File: config.mk
export PLATFORM = sky130hd
export DESIGN_NAME = tcs_capture_regs
export DESIGN_NICKNAME = d
export VERILOG_FILES = /design/src/logic/tcs_pkg.sv /design/src/logic/tcs_capture_regs.sv
export SDC_FILE = /design/constraint.sdc
export NUM_CORES = 1
export LEC_CHECK = 0
export BUFFER_PORTS_ARGS = -buffer_cell sky130_fd_sc_hd__buf_2
export CAP_MARGIN = 5
export CORE_AREA = 3 3 134 136
export DETAILED_ROUTE_END_ITERATION = 7
export DIE_AREA = 0 0 137 139
export GPL_TIMING_DRIVEN = 0
export PLACE_DENSITY = 0.55
export SYNTH_ARGS = -nofsm -noshare
export SYNTH_HDL_FRONTEND = slang
export SYNTH_SLANG_ARGS = --single-unit
export TNS_END_PERCENT = 1
File: constraint.sdc
create_clock -name CLK_SYS -period 5.1 [get_ports CLK_SYS]
set_input_delay 0 -clock CLK_SYS [delete_from_list [all_inputs] [get_ports CLK_SYS]]
set_output_delay 0 -clock CLK_SYS [all_outputs]
set_load 0.05 [all_outputs]
File: src/logic/tcs_pkg.sv
/*
  constants, types and register map of the capture-mode timer channel.
  assumes a byte-addressed register port with 32-bit data words.
*/
package tcs_pkg;

  // ---------------------------------------------------------------
  // register offsets
  // ---------------------------------------------------------------
  localparam logic [7:0] OFF_CONTROL = 8'h60;
  localparam logic [7:0] OFF_MODE = 8'h64;
  localparam logic [7:0] OFF_STATUS = 8'h70;
  localparam logic [7:0] OFF_INT_ENABLE = 8'h74;
  localparam logic [7:0] OFF_INT_DISABLE = 8'h78;
  localparam logic [7:0] OFF_INT_MASK = 8'h7C;
  localparam logic [7:0] OFF_COUNT = 8'h80;
  localparam logic [7:0] OFF_CAPTURE_A = 8'h84;
  localparam logic [7:0] OFF_CAPTURE_B = 8'h88;
  localparam logic [7:0] OFF_COMPARE_C = 8'h8C;

  // ---------------------------------------------------------------
  // control register bits
  // ---------------------------------------------------------------
  localparam int CR_SOFT_RESET = 0;
  localparam int CR_CLOCK_ENABLE = 1;
  localparam int CR_CLOCK_DISABLE = 2;
  localparam int CR_SOFT_TRIGGER = 3;

  // ---------------------------------------------------------------
  // mode register fields
  // ---------------------------------------------------------------
  localparam int MR_CLOCK_SEL_LO = 0;
  localparam int MR_CLOCK_INVERT = 3;
  localparam int MR_LOAD_B_STOPS = 6;
  localparam int MR_LOAD_B_DISABLES = 7;
  localparam int MR_TRIG_EDGE_LO = 8;
  localparam int MR_TRIG_PIN_SEL = 10;
  localparam int MR_COMPARE_TRIG = 14;
  localparam int MR_LOAD_A_EDGE_LO = 16;
  localparam int MR_LOAD_B_EDGE_LO = 18;
  localparam logic [31:0] MR_WRITABLE = 32'h000F_47CF;

  // ---------------------------------------------------------------
  // status, enable, disable and mask layout
  // ---------------------------------------------------------------
  localparam int SR_OVERFLOW = 0;
  localparam int SR_OVERRUN = 1;
  localparam int SR_COMPARE_C = 4;
  localparam int SR_LOAD_A = 5;
  localparam int SR_LOAD_B = 6;
  localparam int SR_EXT_TRIG = 7;
  localparam int SR_CLOCK_STATE = 8;
  localparam int SR_PIN_A_MIRROR = 9;
  localparam int SR_PIN_B_MIRROR = 10;
  localparam int SR_PIN_B_CHANGE = 16;
  localparam int SR_PIN_A_CHANGE = 17;
  localparam int SR_CLK_CHANGE = 18;
  localparam logic [31:0] SR_EVENT_MASK = 32'h0007_00F3;
  localparam logic [31:0] SR_CHANGE_MASK = 32'h0007_0000;

  // ---------------------------------------------------------------
  // counter and clock source
  // ---------------------------------------------------------------
  localparam logic [15:0] COUNT_MAX = 16'hFFFF;
  localparam logic [15:0] COUNT_ZERO = 16'h0000;
  localparam int PRE_W = 10;
  localparam logic [PRE_W-1:0] DIV2_MASK = 10'h001;
  localparam logic [PRE_W-1:0] DIV8_MASK = 10'h007;
  localparam logic [PRE_W-1:0] DIV32_MASK = 10'h01F;
  localparam logic [PRE_W-1:0] DIV128_MASK = 10'h07F;
  localparam logic [PRE_W-1:0] DIV1024_MASK = 10'h3FF;
  localparam logic [2:0] CLKSEL_DIV2 = 3'h0;
  localparam logic [2:0] CLKSEL_DIV8 = 3'h1;
  localparam logic [2:0] CLKSEL_DIV32 = 3'h2;
  localparam logic [2:0] CLKSEL_DIV128 = 3'h3;
  localparam logic [2:0] CLKSEL_DIV1024 = 3'h4;

  // pin vector indices
  localparam int PIN_A = 0;
  localparam int PIN_B = 1;
  localparam int PIN_CLK = 2;

  typedef enum logic [1:0] {
    EDGE_NONE = 2'h0,
    EDGE_RISE = 2'h1,
    EDGE_FALL = 2'h2,
    EDGE_EACH = 2'h3
  } tcs_edge_e;

  // gray order: off -> idle -> run
  typedef enum logic [1:0] {
    CNT_OFF = 2'h0,
    CNT_IDLE = 2'h1,
    CNT_RUN = 2'h3
  } tcs_cnt_e;

  typedef struct packed {
    tcs_edge_e load_b_edge_select;
    tcs_edge_e load_a_edge_select;
    logic compare_c_trigger;
    logic trigger_pin_select;
    tcs_edge_e trigger_edge_select;
    logic load_b_disables_clock;
    logic load_b_stops_counter;
    logic clock_invert;
    logic [2:0] clock_select;
  } tcs_mode_s;

endpackage : tcs_pkg

File: src/logic/tcs_capture_regs.sv
/*
  capture-mode timer channel: counter, capture a/b, compare c, status,
  interrupt mask and register port.
  assumes a single-cycle strobe master on CLK_SYS and asynchronous pins.
*/
// Implementation choice: the strobed register port.
`timescale 1ns/1ps
module tcs_capture_regs (
  input wire logic CLK_SYS,
  input wire logic SRST,
  input wire logic [7:0] ADDR,
  input wire logic [31:0] WDATA,
  input wire logic WR,
  input wire logic RD,
  output logic [31:0] RDATA,
  input wire logic TIMER_PIN_A,
  input wire logic TIMER_PIN_B,
  input wire logic EXT_CLOCK_PIN,
  output logic IRQ
);

  // ---------------------------------------------------------------
  // functions
  // ---------------------------------------------------------------
  function automatic logic edge_match(input tcs_pkg::tcs_edge_e sel, input logic rise,
                                      input logic fall);
    logic hit;
    hit = 1'b0;
    case (sel)
      tcs_pkg::EDGE_RISE: hit = rise;
      tcs_pkg::EDGE_FALL: hit = fall;
      tcs_pkg::EDGE_EACH: hit = rise | fall;
      default: hit = 1'b0;
    endcase
    return hit;
  endfunction : edge_match

  function automatic tcs_pkg::tcs_mode_s decode_mode(input logic [31:0] m);
    tcs_pkg::tcs_mode_s r;
    r.load_b_edge_select = tcs_pkg::tcs_edge_e'(m[tcs_pkg::MR_LOAD_B_EDGE_LO +: 2]);
    r.load_a_edge_select = tcs_pkg::tcs_edge_e'(m[tcs_pkg::MR_LOAD_A_EDGE_LO +: 2]);
    r.compare_c_trigger = m[tcs_pkg::MR_COMPARE_TRIG];
    r.trigger_pin_select = m[tcs_pkg::MR_TRIG_PIN_SEL];
    r.trigger_edge_select = tcs_pkg::tcs_edge_e'(m[tcs_pkg::MR_TRIG_EDGE_LO +: 2]);
    r.load_b_disables_clock = m[tcs_pkg::MR_LOAD_B_DISABLES];
    r.load_b_stops_counter = m[tcs_pkg::MR_LOAD_B_STOPS];
    r.clock_invert = m[tcs_pkg::MR_CLOCK_INVERT];
    r.clock_select = m[tcs_pkg::MR_CLOCK_SEL_LO +: 3];
    return r;
  endfunction : decode_mode

  // ---------------------------------------------------------------
  // declarations
  // ---------------------------------------------------------------
  logic [2:0] sync1_q, sync2_q, sync3_q, level_q;
  logic [2:0] agree, pin_upd, pin_rise, pin_fall;
  logic [31:0] mode_q, imr_q, sts_q, flag_set, status_view;
  logic [15:0] cnt_q, compare_c_value, capture_a_value, capture_b_value, cnt_nx;
  logic [tcs_pkg::PRE_W-1:0] pre_q;
  tcs_pkg::tcs_cnt_e st_q;
  tcs_pkg::tcs_mode_s mode;
  logic a_unread_q, b_unread_q, pend_q;
  logic wr_cr, wr_mr, wr_ier, wr_idr, wr_rc, rd_sr, rd_ra, rd_rb;
  logic soft_rst, ch_rst, clk_en_cmd, clk_dis_cmd, soft_trig;
  logic tick, clk_on, running, ld_a_ev, ld_b_ev, ldb_off, ldb_stop, ldb_halt;
  logic halt_any, restart, advance, ovf_ev, cmp_ev, trig_pin_rise, trig_pin_fall;
  logic ext_trig_ev, trig_ev, ovr_ev;

  // ---------------------------------------------------------------
  // register port decode
  // ---------------------------------------------------------------
  always_comb begin
    wr_cr = 1'b0;
    wr_mr = 1'b0;
    wr_ier = 1'b0;
    wr_idr = 1'b0;
    wr_rc = 1'b0;
    if (WR && ADDR == tcs_pkg::OFF_CONTROL) begin
      wr_cr = 1'b1;
    end else if (WR && ADDR == tcs_pkg::OFF_MODE) begin
      wr_mr = 1'b1;
    end else if (WR && ADDR == tcs_pkg::OFF_INT_ENABLE) begin
      wr_ier = 1'b1;
    end else if (WR && ADDR == tcs_pkg::OFF_INT_DISABLE) begin
      wr_idr = 1'b1;
    end else if (WR && ADDR == tcs_pkg::OFF_COMPARE_C) begin
      wr_rc = 1'b1;
    end
  end

  assign rd_sr = RD && ADDR == tcs_pkg::OFF_STATUS;
  assign rd_ra = RD && ADDR == tcs_pkg::OFF_CAPTURE_A;
  assign rd_rb = RD && ADDR == tcs_pkg::OFF_CAPTURE_B;
  assign soft_rst = wr_cr && WDATA[tcs_pkg::CR_SOFT_RESET];
  assign ch_rst = SRST || soft_rst;
  assign clk_en_cmd = wr_cr && WDATA[tcs_pkg::CR_CLOCK_ENABLE];
  assign clk_dis_cmd = wr_cr && WDATA[tcs_pkg::CR_CLOCK_DISABLE];
  assign soft_trig = wr_cr && WDATA[tcs_pkg::CR_SOFT_TRIGGER];
  assign mode = decode_mode(mode_q);

  // ---------------------------------------------------------------
  // pin synchronisers and edge detect
  // ---------------------------------------------------------------
  always_ff @(posedge CLK_SYS) begin
    if (SRST) begin
      sync1_q <= 3'h0;
      sync2_q <= 3'h0;
      sync3_q <= 3'h0;
    end else begin
      sync1_q <= {EXT_CLOCK_PIN, TIMER_PIN_B, TIMER_PIN_A};
      sync2_q <= sync1_q;
      sync3_q <= sync2_q;
    end
  end

  // a change counts once stages two and three agree
  assign agree = ~(sync2_q ^ sync3_q);
  assign pin_upd = agree & (sync3_q ^ level_q);
  assign pin_rise = pin_upd & sync3_q;
  assign pin_fall = pin_upd & ~sync3_q;

  always_ff @(posedge CLK_SYS) begin
    if (SRST) begin
      level_q <= 3'h0;
    end else begin
      level_q <= (level_q & ~agree) | (sync3_q & agree);
    end
  end

  // ---------------------------------------------------------------
  // counter clock source
  // ---------------------------------------------------------------
  always_ff @(posedge CLK_SYS) begin
    if (SRST) begin
      pre_q <= '0;
    end else begin
      pre_q <= pre_q + 1'b1;
    end
  end

  always_comb begin
    case (mode.clock_select)
      tcs_pkg::CLKSEL_DIV2: tick = (pre_q & tcs_pkg::DIV2_MASK) == tcs_pkg::DIV2_MASK;
      tcs_pkg::CLKSEL_DIV8: tick = (pre_q & tcs_pkg::DIV8_MASK) == tcs_pkg::DIV8_MASK;
      tcs_pkg::CLKSEL_DIV32: tick = (pre_q & tcs_pkg::DIV32_MASK) == tcs_pkg::DIV32_MASK;
      tcs_pkg::CLKSEL_DIV128: tick = (pre_q & tcs_pkg::DIV128_MASK) == tcs_pkg::DIV128_MASK;
      tcs_pkg::CLKSEL_DIV1024: tick = pre_q == tcs_pkg::DIV1024_MASK;
      default: tick = mode.clock_invert ? pin_fall[tcs_pkg::PIN_CLK] :
                                          pin_rise[tcs_pkg::PIN_CLK];
    endcase
  end

  // ---------------------------------------------------------------
  // trigger, capture and counter events
  // ---------------------------------------------------------------
  assign clk_on = st_q != tcs_pkg::CNT_OFF;
  assign running = st_q == tcs_pkg::CNT_RUN;
  assign ld_a_ev = running && edge_match(mode.load_a_edge_select,
                   pin_rise[tcs_pkg::PIN_A], pin_fall[tcs_pkg::PIN_A]);
  assign ld_b_ev = running && edge_match(mode.load_b_edge_select,
                   pin_rise[tcs_pkg::PIN_B], pin_fall[tcs_pkg::PIN_B]);
  assign ldb_off = ld_b_ev && mode.load_b_disables_clock;
  assign ldb_stop = ld_b_ev && mode.load_b_stops_counter;
  assign ldb_halt = ldb_off || ldb_stop;
  assign trig_pin_rise = mode.trigger_pin_select ? pin_rise[tcs_pkg::PIN_A] :
                                                   pin_rise[tcs_pkg::PIN_B];
  assign trig_pin_fall = mode.trigger_pin_select ? pin_fall[tcs_pkg::PIN_A] :
                                                   pin_fall[tcs_pkg::PIN_B];
  assign ext_trig_ev = edge_match(mode.trigger_edge_select, trig_pin_rise,
                                  trig_pin_fall);
  assign halt_any = soft_rst || ldb_halt || clk_dis_cmd;
  assign restart = !halt_any && tick && clk_on && pend_q;
  assign advance = !halt_any && tick && running && !pend_q;
  assign cnt_nx = restart ? tcs_pkg::COUNT_ZERO : cnt_q + 16'h0001;
  assign ovf_ev = advance && cnt_q == tcs_pkg::COUNT_MAX;
  assign cmp_ev = (advance || restart) && cnt_nx == compare_c_value;
  assign trig_ev = ext_trig_ev || soft_trig || (cmp_ev && mode.compare_c_trigger);
  assign ovr_ev = (ld_a_ev && a_unread_q && !rd_ra) ||
                  (ld_b_ev && b_unread_q && !rd_rb);

  // ---------------------------------------------------------------
  // counter state and count
  // ---------------------------------------------------------------
  always_ff @(posedge CLK_SYS) begin
    if (ch_rst) begin
      st_q <= tcs_pkg::CNT_OFF;
      cnt_q <= tcs_pkg::COUNT_ZERO;
    end else begin
      case (st_q)
        tcs_pkg::CNT_OFF: begin
          if (clk_en_cmd && !clk_dis_cmd) begin
            st_q <= tcs_pkg::CNT_IDLE;
          end
        end
        default: begin
          if (ldb_off || clk_dis_cmd) begin
            st_q <= tcs_pkg::CNT_OFF;
          end else if (ldb_stop) begin
            st_q <= tcs_pkg::CNT_IDLE;
          end else if (restart) begin
            st_q <= tcs_pkg::CNT_RUN;
          end
        end
      endcase
      if (restart || advance) begin
        cnt_q <= cnt_nx;
      end
    end
  end

  // pending trigger; a stop on the same edge cancels it
  always_ff @(posedge CLK_SYS) begin
    if (ch_rst) begin
      pend_q <= 1'b0;
    end else if (ldb_halt || clk_dis_cmd || !clk_on) begin
      pend_q <= 1'b0;
    end else if (trig_ev) begin
      pend_q <= 1'b1;
    end else if (restart) begin
      pend_q <= 1'b0;
    end
  end

  // ---------------------------------------------------------------
  // capture registers
  // ---------------------------------------------------------------
  always_ff @(posedge CLK_SYS) begin
    if (ch_rst) begin
      capture_a_value <= tcs_pkg::COUNT_ZERO;
      a_unread_q <= 1'b0;
    end else if (ld_a_ev) begin
      capture_a_value <= cnt_q;
      a_unread_q <= 1'b1;
    end else if (rd_ra) begin
      a_unread_q <= 1'b0;
    end
  end

  always_ff @(posedge CLK_SYS) begin
    if (ch_rst) begin
      capture_b_value <= tcs_pkg::COUNT_ZERO;
      b_unread_q <= 1'b0;
    end else if (ld_b_ev) begin
      capture_b_value <= cnt_q;
      b_unread_q <= 1'b1;
    end else if (rd_rb) begin
      b_unread_q <= 1'b0;
    end
  end

  // ---------------------------------------------------------------
  // mode and compare registers
  // ---------------------------------------------------------------
  always_ff @(posedge CLK_SYS) begin
    if (ch_rst) begin
      mode_q <= 32'h0000_0000;
    end else if (wr_mr) begin
      mode_q <= WDATA & tcs_pkg::MR_WRITABLE;
    end
  end

  always_ff @(posedge CLK_SYS) begin
    if (ch_rst) begin
      compare_c_value <= tcs_pkg::COUNT_ZERO;
    end else if (wr_rc) begin
      compare_c_value <= WDATA[15:0];
    end
  end

  // ---------------------------------------------------------------
  // status flags and interrupt
  // ---------------------------------------------------------------
  always_comb begin
    flag_set = 32'h0000_0000;
    flag_set[tcs_pkg::SR_OVERFLOW] = ovf_ev;
    flag_set[tcs_pkg::SR_OVERRUN] = ovr_ev;
    flag_set[tcs_pkg::SR_COMPARE_C] = cmp_ev;
    flag_set[tcs_pkg::SR_LOAD_A] = ld_a_ev;
    flag_set[tcs_pkg::SR_LOAD_B] = ld_b_ev;
    flag_set[tcs_pkg::SR_EXT_TRIG] = ext_trig_ev;
    flag_set[tcs_pkg::SR_PIN_A_CHANGE] = pin_upd[tcs_pkg::PIN_A];
    flag_set[tcs_pkg::SR_PIN_B_CHANGE] = pin_upd[tcs_pkg::PIN_B];
    flag_set[tcs_pkg::SR_CLK_CHANGE] = pin_upd[tcs_pkg::PIN_CLK];
  end

  // set wins over the read-clear
  always_ff @(posedge CLK_SYS) begin
    if (ch_rst) begin
      sts_q <= 32'h0000_0000;
    end else if (rd_sr) begin
      sts_q <= flag_set;
    end else begin
      sts_q <= sts_q | flag_set;
    end
  end

  always_ff @(posedge CLK_SYS) begin
    if (ch_rst) begin
      imr_q <= 32'h0000_0000;
    end else if (wr_ier) begin
      imr_q <= imr_q | (WDATA & tcs_pkg::SR_EVENT_MASK);
    end else if (wr_idr) begin
      imr_q <= imr_q & ~(WDATA & tcs_pkg::SR_EVENT_MASK);
    end
  end

  assign IRQ = |(sts_q & imr_q);

  // change bits read inverted: zero means a change was seen
  always_comb begin
    status_view = sts_q ^ tcs_pkg::SR_CHANGE_MASK;
    status_view[tcs_pkg::SR_CLOCK_STATE] = clk_on;
    status_view[tcs_pkg::SR_PIN_A_MIRROR] = level_q[tcs_pkg::PIN_A];
    status_view[tcs_pkg::SR_PIN_B_MIRROR] = level_q[tcs_pkg::PIN_B];
  end

  // ---------------------------------------------------------------
  // read data
  // ---------------------------------------------------------------
  always_ff @(posedge CLK_SYS) begin
    if (SRST) begin
      RDATA <= 32'h0000_0000;
    end else if (!RD) begin
      RDATA <= 32'h0000_0000;
    end else if (ADDR == tcs_pkg::OFF_STATUS) begin
      RDATA <= status_view;
    end else if (ADDR == tcs_pkg::OFF_MODE) begin
      RDATA <= mode_q;
    end else if (ADDR == tcs_pkg::OFF_INT_MASK) begin
      RDATA <= imr_q;
    end else if (ADDR == tcs_pkg::OFF_COUNT) begin
      RDATA <= {16'h0000, cnt_q};
    end else if (ADDR == tcs_pkg::OFF_CAPTURE_A) begin
      RDATA <= {16'h0000, capture_a_value};
    end else if (ADDR == tcs_pkg::OFF_CAPTURE_B) begin
      RDATA <= {16'h0000, capture_b_value};
    end else if (ADDR == tcs_pkg::OFF_COMPARE_C) begin
      RDATA <= {16'h0000, compare_c_value};
    end else begin
      RDATA <= 32'h0000_0000;
    end
  end
endmodule : tcs_capture_regs

==> results.yml <==
run_status:
  status: "finished, final reports clean"
route:
  first_iter_violations: 582
  drtAntennaViolNets: 0
  num_vias: 6129
  wl_per_cell_um: 18.8
  vias_per_cell: 5.43
  wl_um: 21200
  first_pass_iters: 5
  drc: 0
place:
  placed_cell_area_um2: 7270
  gp_congestion: 0.869
  hpwl_um: 15400
  io_buffers: 54
  pre_cts_slack_ps: 2070
critical_path:
  cpLargestDelayFamily: "compound AO/OA/AOI/OAI gates"
  cp-end-kind: "flip-flop"
  crit_type: "flip-flop to flip-flop"
  r2r_slack_ps: 2030
  critPathMaxFanout: 8
  cp_cell_sequence: "ha_1, nand2_1, or3_1, and3_1, a2111oi_0, o2111ai_1, a222oi_1, a21o_1"
  arrival_ps: 3440
  crit_cells: 8
  slowest_delay_ps: 520
  crit_end: "pend_q"
  cp_num_buf_inv: 0
  reg2reg_to: "pend_q"
  cp_slowest_cell: "dfxtp_1"
  cp.required_ps: 5470
  critPathLaunch: "cnt_q[1]"
  start_kind: "flip-flop"
  r2r_cells: 8
  r2r_start: "cnt_q[1]"
timing:
  finalSetupTns_ps: 0
  period_minus_slack_ps: 3070
  rsz0062_at_grt: "no"
  tightest_slew_ps: 1360
  setup_violations: 0
  finClkSkew_ps: 8.68
  clock.fmax_ghz: 0.326
  slew_violations: 0
  period_share_pct: 60.2
  relSlewSlack_pct: 8.77
  setup_ws_ps: 2030
  hold_viol: 0
global_route:
  globalRouteTotalUtil_pct: 22.6
  grt_max_degree: 17
  antenna_found_initial: 0
  grt_pass1_vias: 5654
  grt-ovfl-total: 0
  grt_pass1_wl_um: 33200
hold_path:
  hp-class: "input pin to flip-flop"
  min_path_cells: 4
clocking:
  root_buffer: "clkbuf_16"
  clkTransAtPathRegs_ps: 60
  postCtsSetupRepairBufs: 0
  clock_sinks: 143
  worstSkewPairLatency_ps: 430
  clk_path_buf_depth: 2
  cts.repair.resized: 0
  cts_buffers: 17
  cts_tree: "done"
  cts.htree.levels: 4
cells_and_area:
  diodes: 0
  final_util_pct: 47.9
  area_growth_pct: 22.4
  final_cell_area_um2: 8170
  layout.cells.most_common: "dfxtp_1"
  mostFrequentLayoutCells: "dfxtp_1, nor2_1, a21oi_1, nand2_1, buf_2"
  layout.nets: 941
  drive_gt1_share_pct: 13.0
die:
  initial_core_util_pct: 39.1
  die_w_um: 137
  die_height_um: 139
  coreArea_um2: 17100
  die-area_um2: 19000
  io_pins: 80
  row_count: 48
synthesis:
  syn_avg_cell_area_um2: 8.55
  syn_inst: 781
  synth-main-ff-cell: "dfxtp_1"
  synth_edf_count: 0
  synth.yosys.seq_area_share_pct: 42.9
  ys_async_sr_fraction_pct: 0
  ys_types: 76
  syn-cell-area_um2: 6680
  ys_seq_elements: 143
  yosysWarnings: 0
power_and_ir_drop:
  leakagePower_nw: 2.86
  ir_drop_v: 0.000252
  pwr_density_cell_nw_per_um2: 320
  p_total_mw: 2.61
run:
  cap_violations: 0
[power by group]
part	internal [mW]	switching [mW]
clock network	0.886	0.485
registers	1.12	0.00484
logic	0.0403	0.0749
[metrics by stage]
step / instances / hold WS, ps
floorplan: 792 / 71.6
global placement: 1071 / 218
detailed placement: 1071 / 218
CTS: 1128 / 231
global route: 1128 / 279
finish: 1128 / 260
[area by class of cell]
type,count,area (µm²)
tap,225,282
fill,1691,8880
buffer,68,320
timing repair buffer,79,520
sequential,143,2860
inverter,9,33.8
multi-input combinational,572,3500
clock buffer,24,502
clock inverter,8,150
[cells in the mapped netlist, types with 6 or more instances]
master      n  area [µm²]
clkbuf_1   47         176
nor2_1     87         327
nor2b_1    17         106
nor3_1      6        30.0
nand2b_1    8        50.1
mux2i_1    35         350
or3_1       7        43.8
a31oi_1     9        56.3
and3_1      6        37.5
a22oi_1    29         218
a211oi_1   15         113
inv_1       9        33.8
nand3_1    44         220
buf_4      12        90.1
xnor2_1    21         184
nor4_1      8        50.1
dfxtp_1   143        2860
o21ai_0    13        65.1
nand4_1    10        62.6
a221oi_1    8        70.1
nand2_1    69         259
a21oi_1    73         365
xor2_1     10        87.6
[metal layers]
metal	wire length, µm	vias to the layer above	GRT usage [%]
met2	9400	210	33.6
met5	0	-	0
met4	394	0	6.30
met3	1410	29	4.46
li1	-	3000	-
met1	10000	2890	33.3
[worst register-to-register path: stages, from the launching register on]
cell and delay, ps:
dfxtp_1 520, ha_1 380, nand2_1 180, or3_1 380, and3_1 190, a2111oi_0 520, o2111ai_1 210, a222oi_1 450
a21o_1 190
[worst min path at each step]
| stage | from | end |
|---|---|---|
| detailed placement | TIMER_PIN_B | sync1_q[1] |
| finish | WR | mode_q[19] |
| global route | WR | mode_q[2] |
| CTS | WR | mode_q[2] |
| global placement | WDATA[17] | flip-flop |
| floorplan | SRST | sync2_q[2] |
[flip-flops by register name (all words and copies together) (netlist names), 9 cells and up, named ones only]
name             flops
sts_q                9
capture_b_value     16
cnt_q               16
compare_c_value     16
mode_q              14
RDATA               20
capture_a_value     16
pre_q               10
[kinds of logic after synthesis]
logic type      share of synthesized area, %
flops                                   42.9
xor+xnor                                4.07
other cells                           0.0562
fa+ha+maj                              0.750
mux                                     5.42
compound gates                          19.1
simple gates                            22.4
buf+inv                                 5.30
[what timing repair did]
item / 4_1_cts / 5_1_grt
endpoints found under the hold margin: 50 / 0
setup endpoints to repair: 0 / 0
hold buffers: 25 / 0
(Power assumes the default switching activity.)
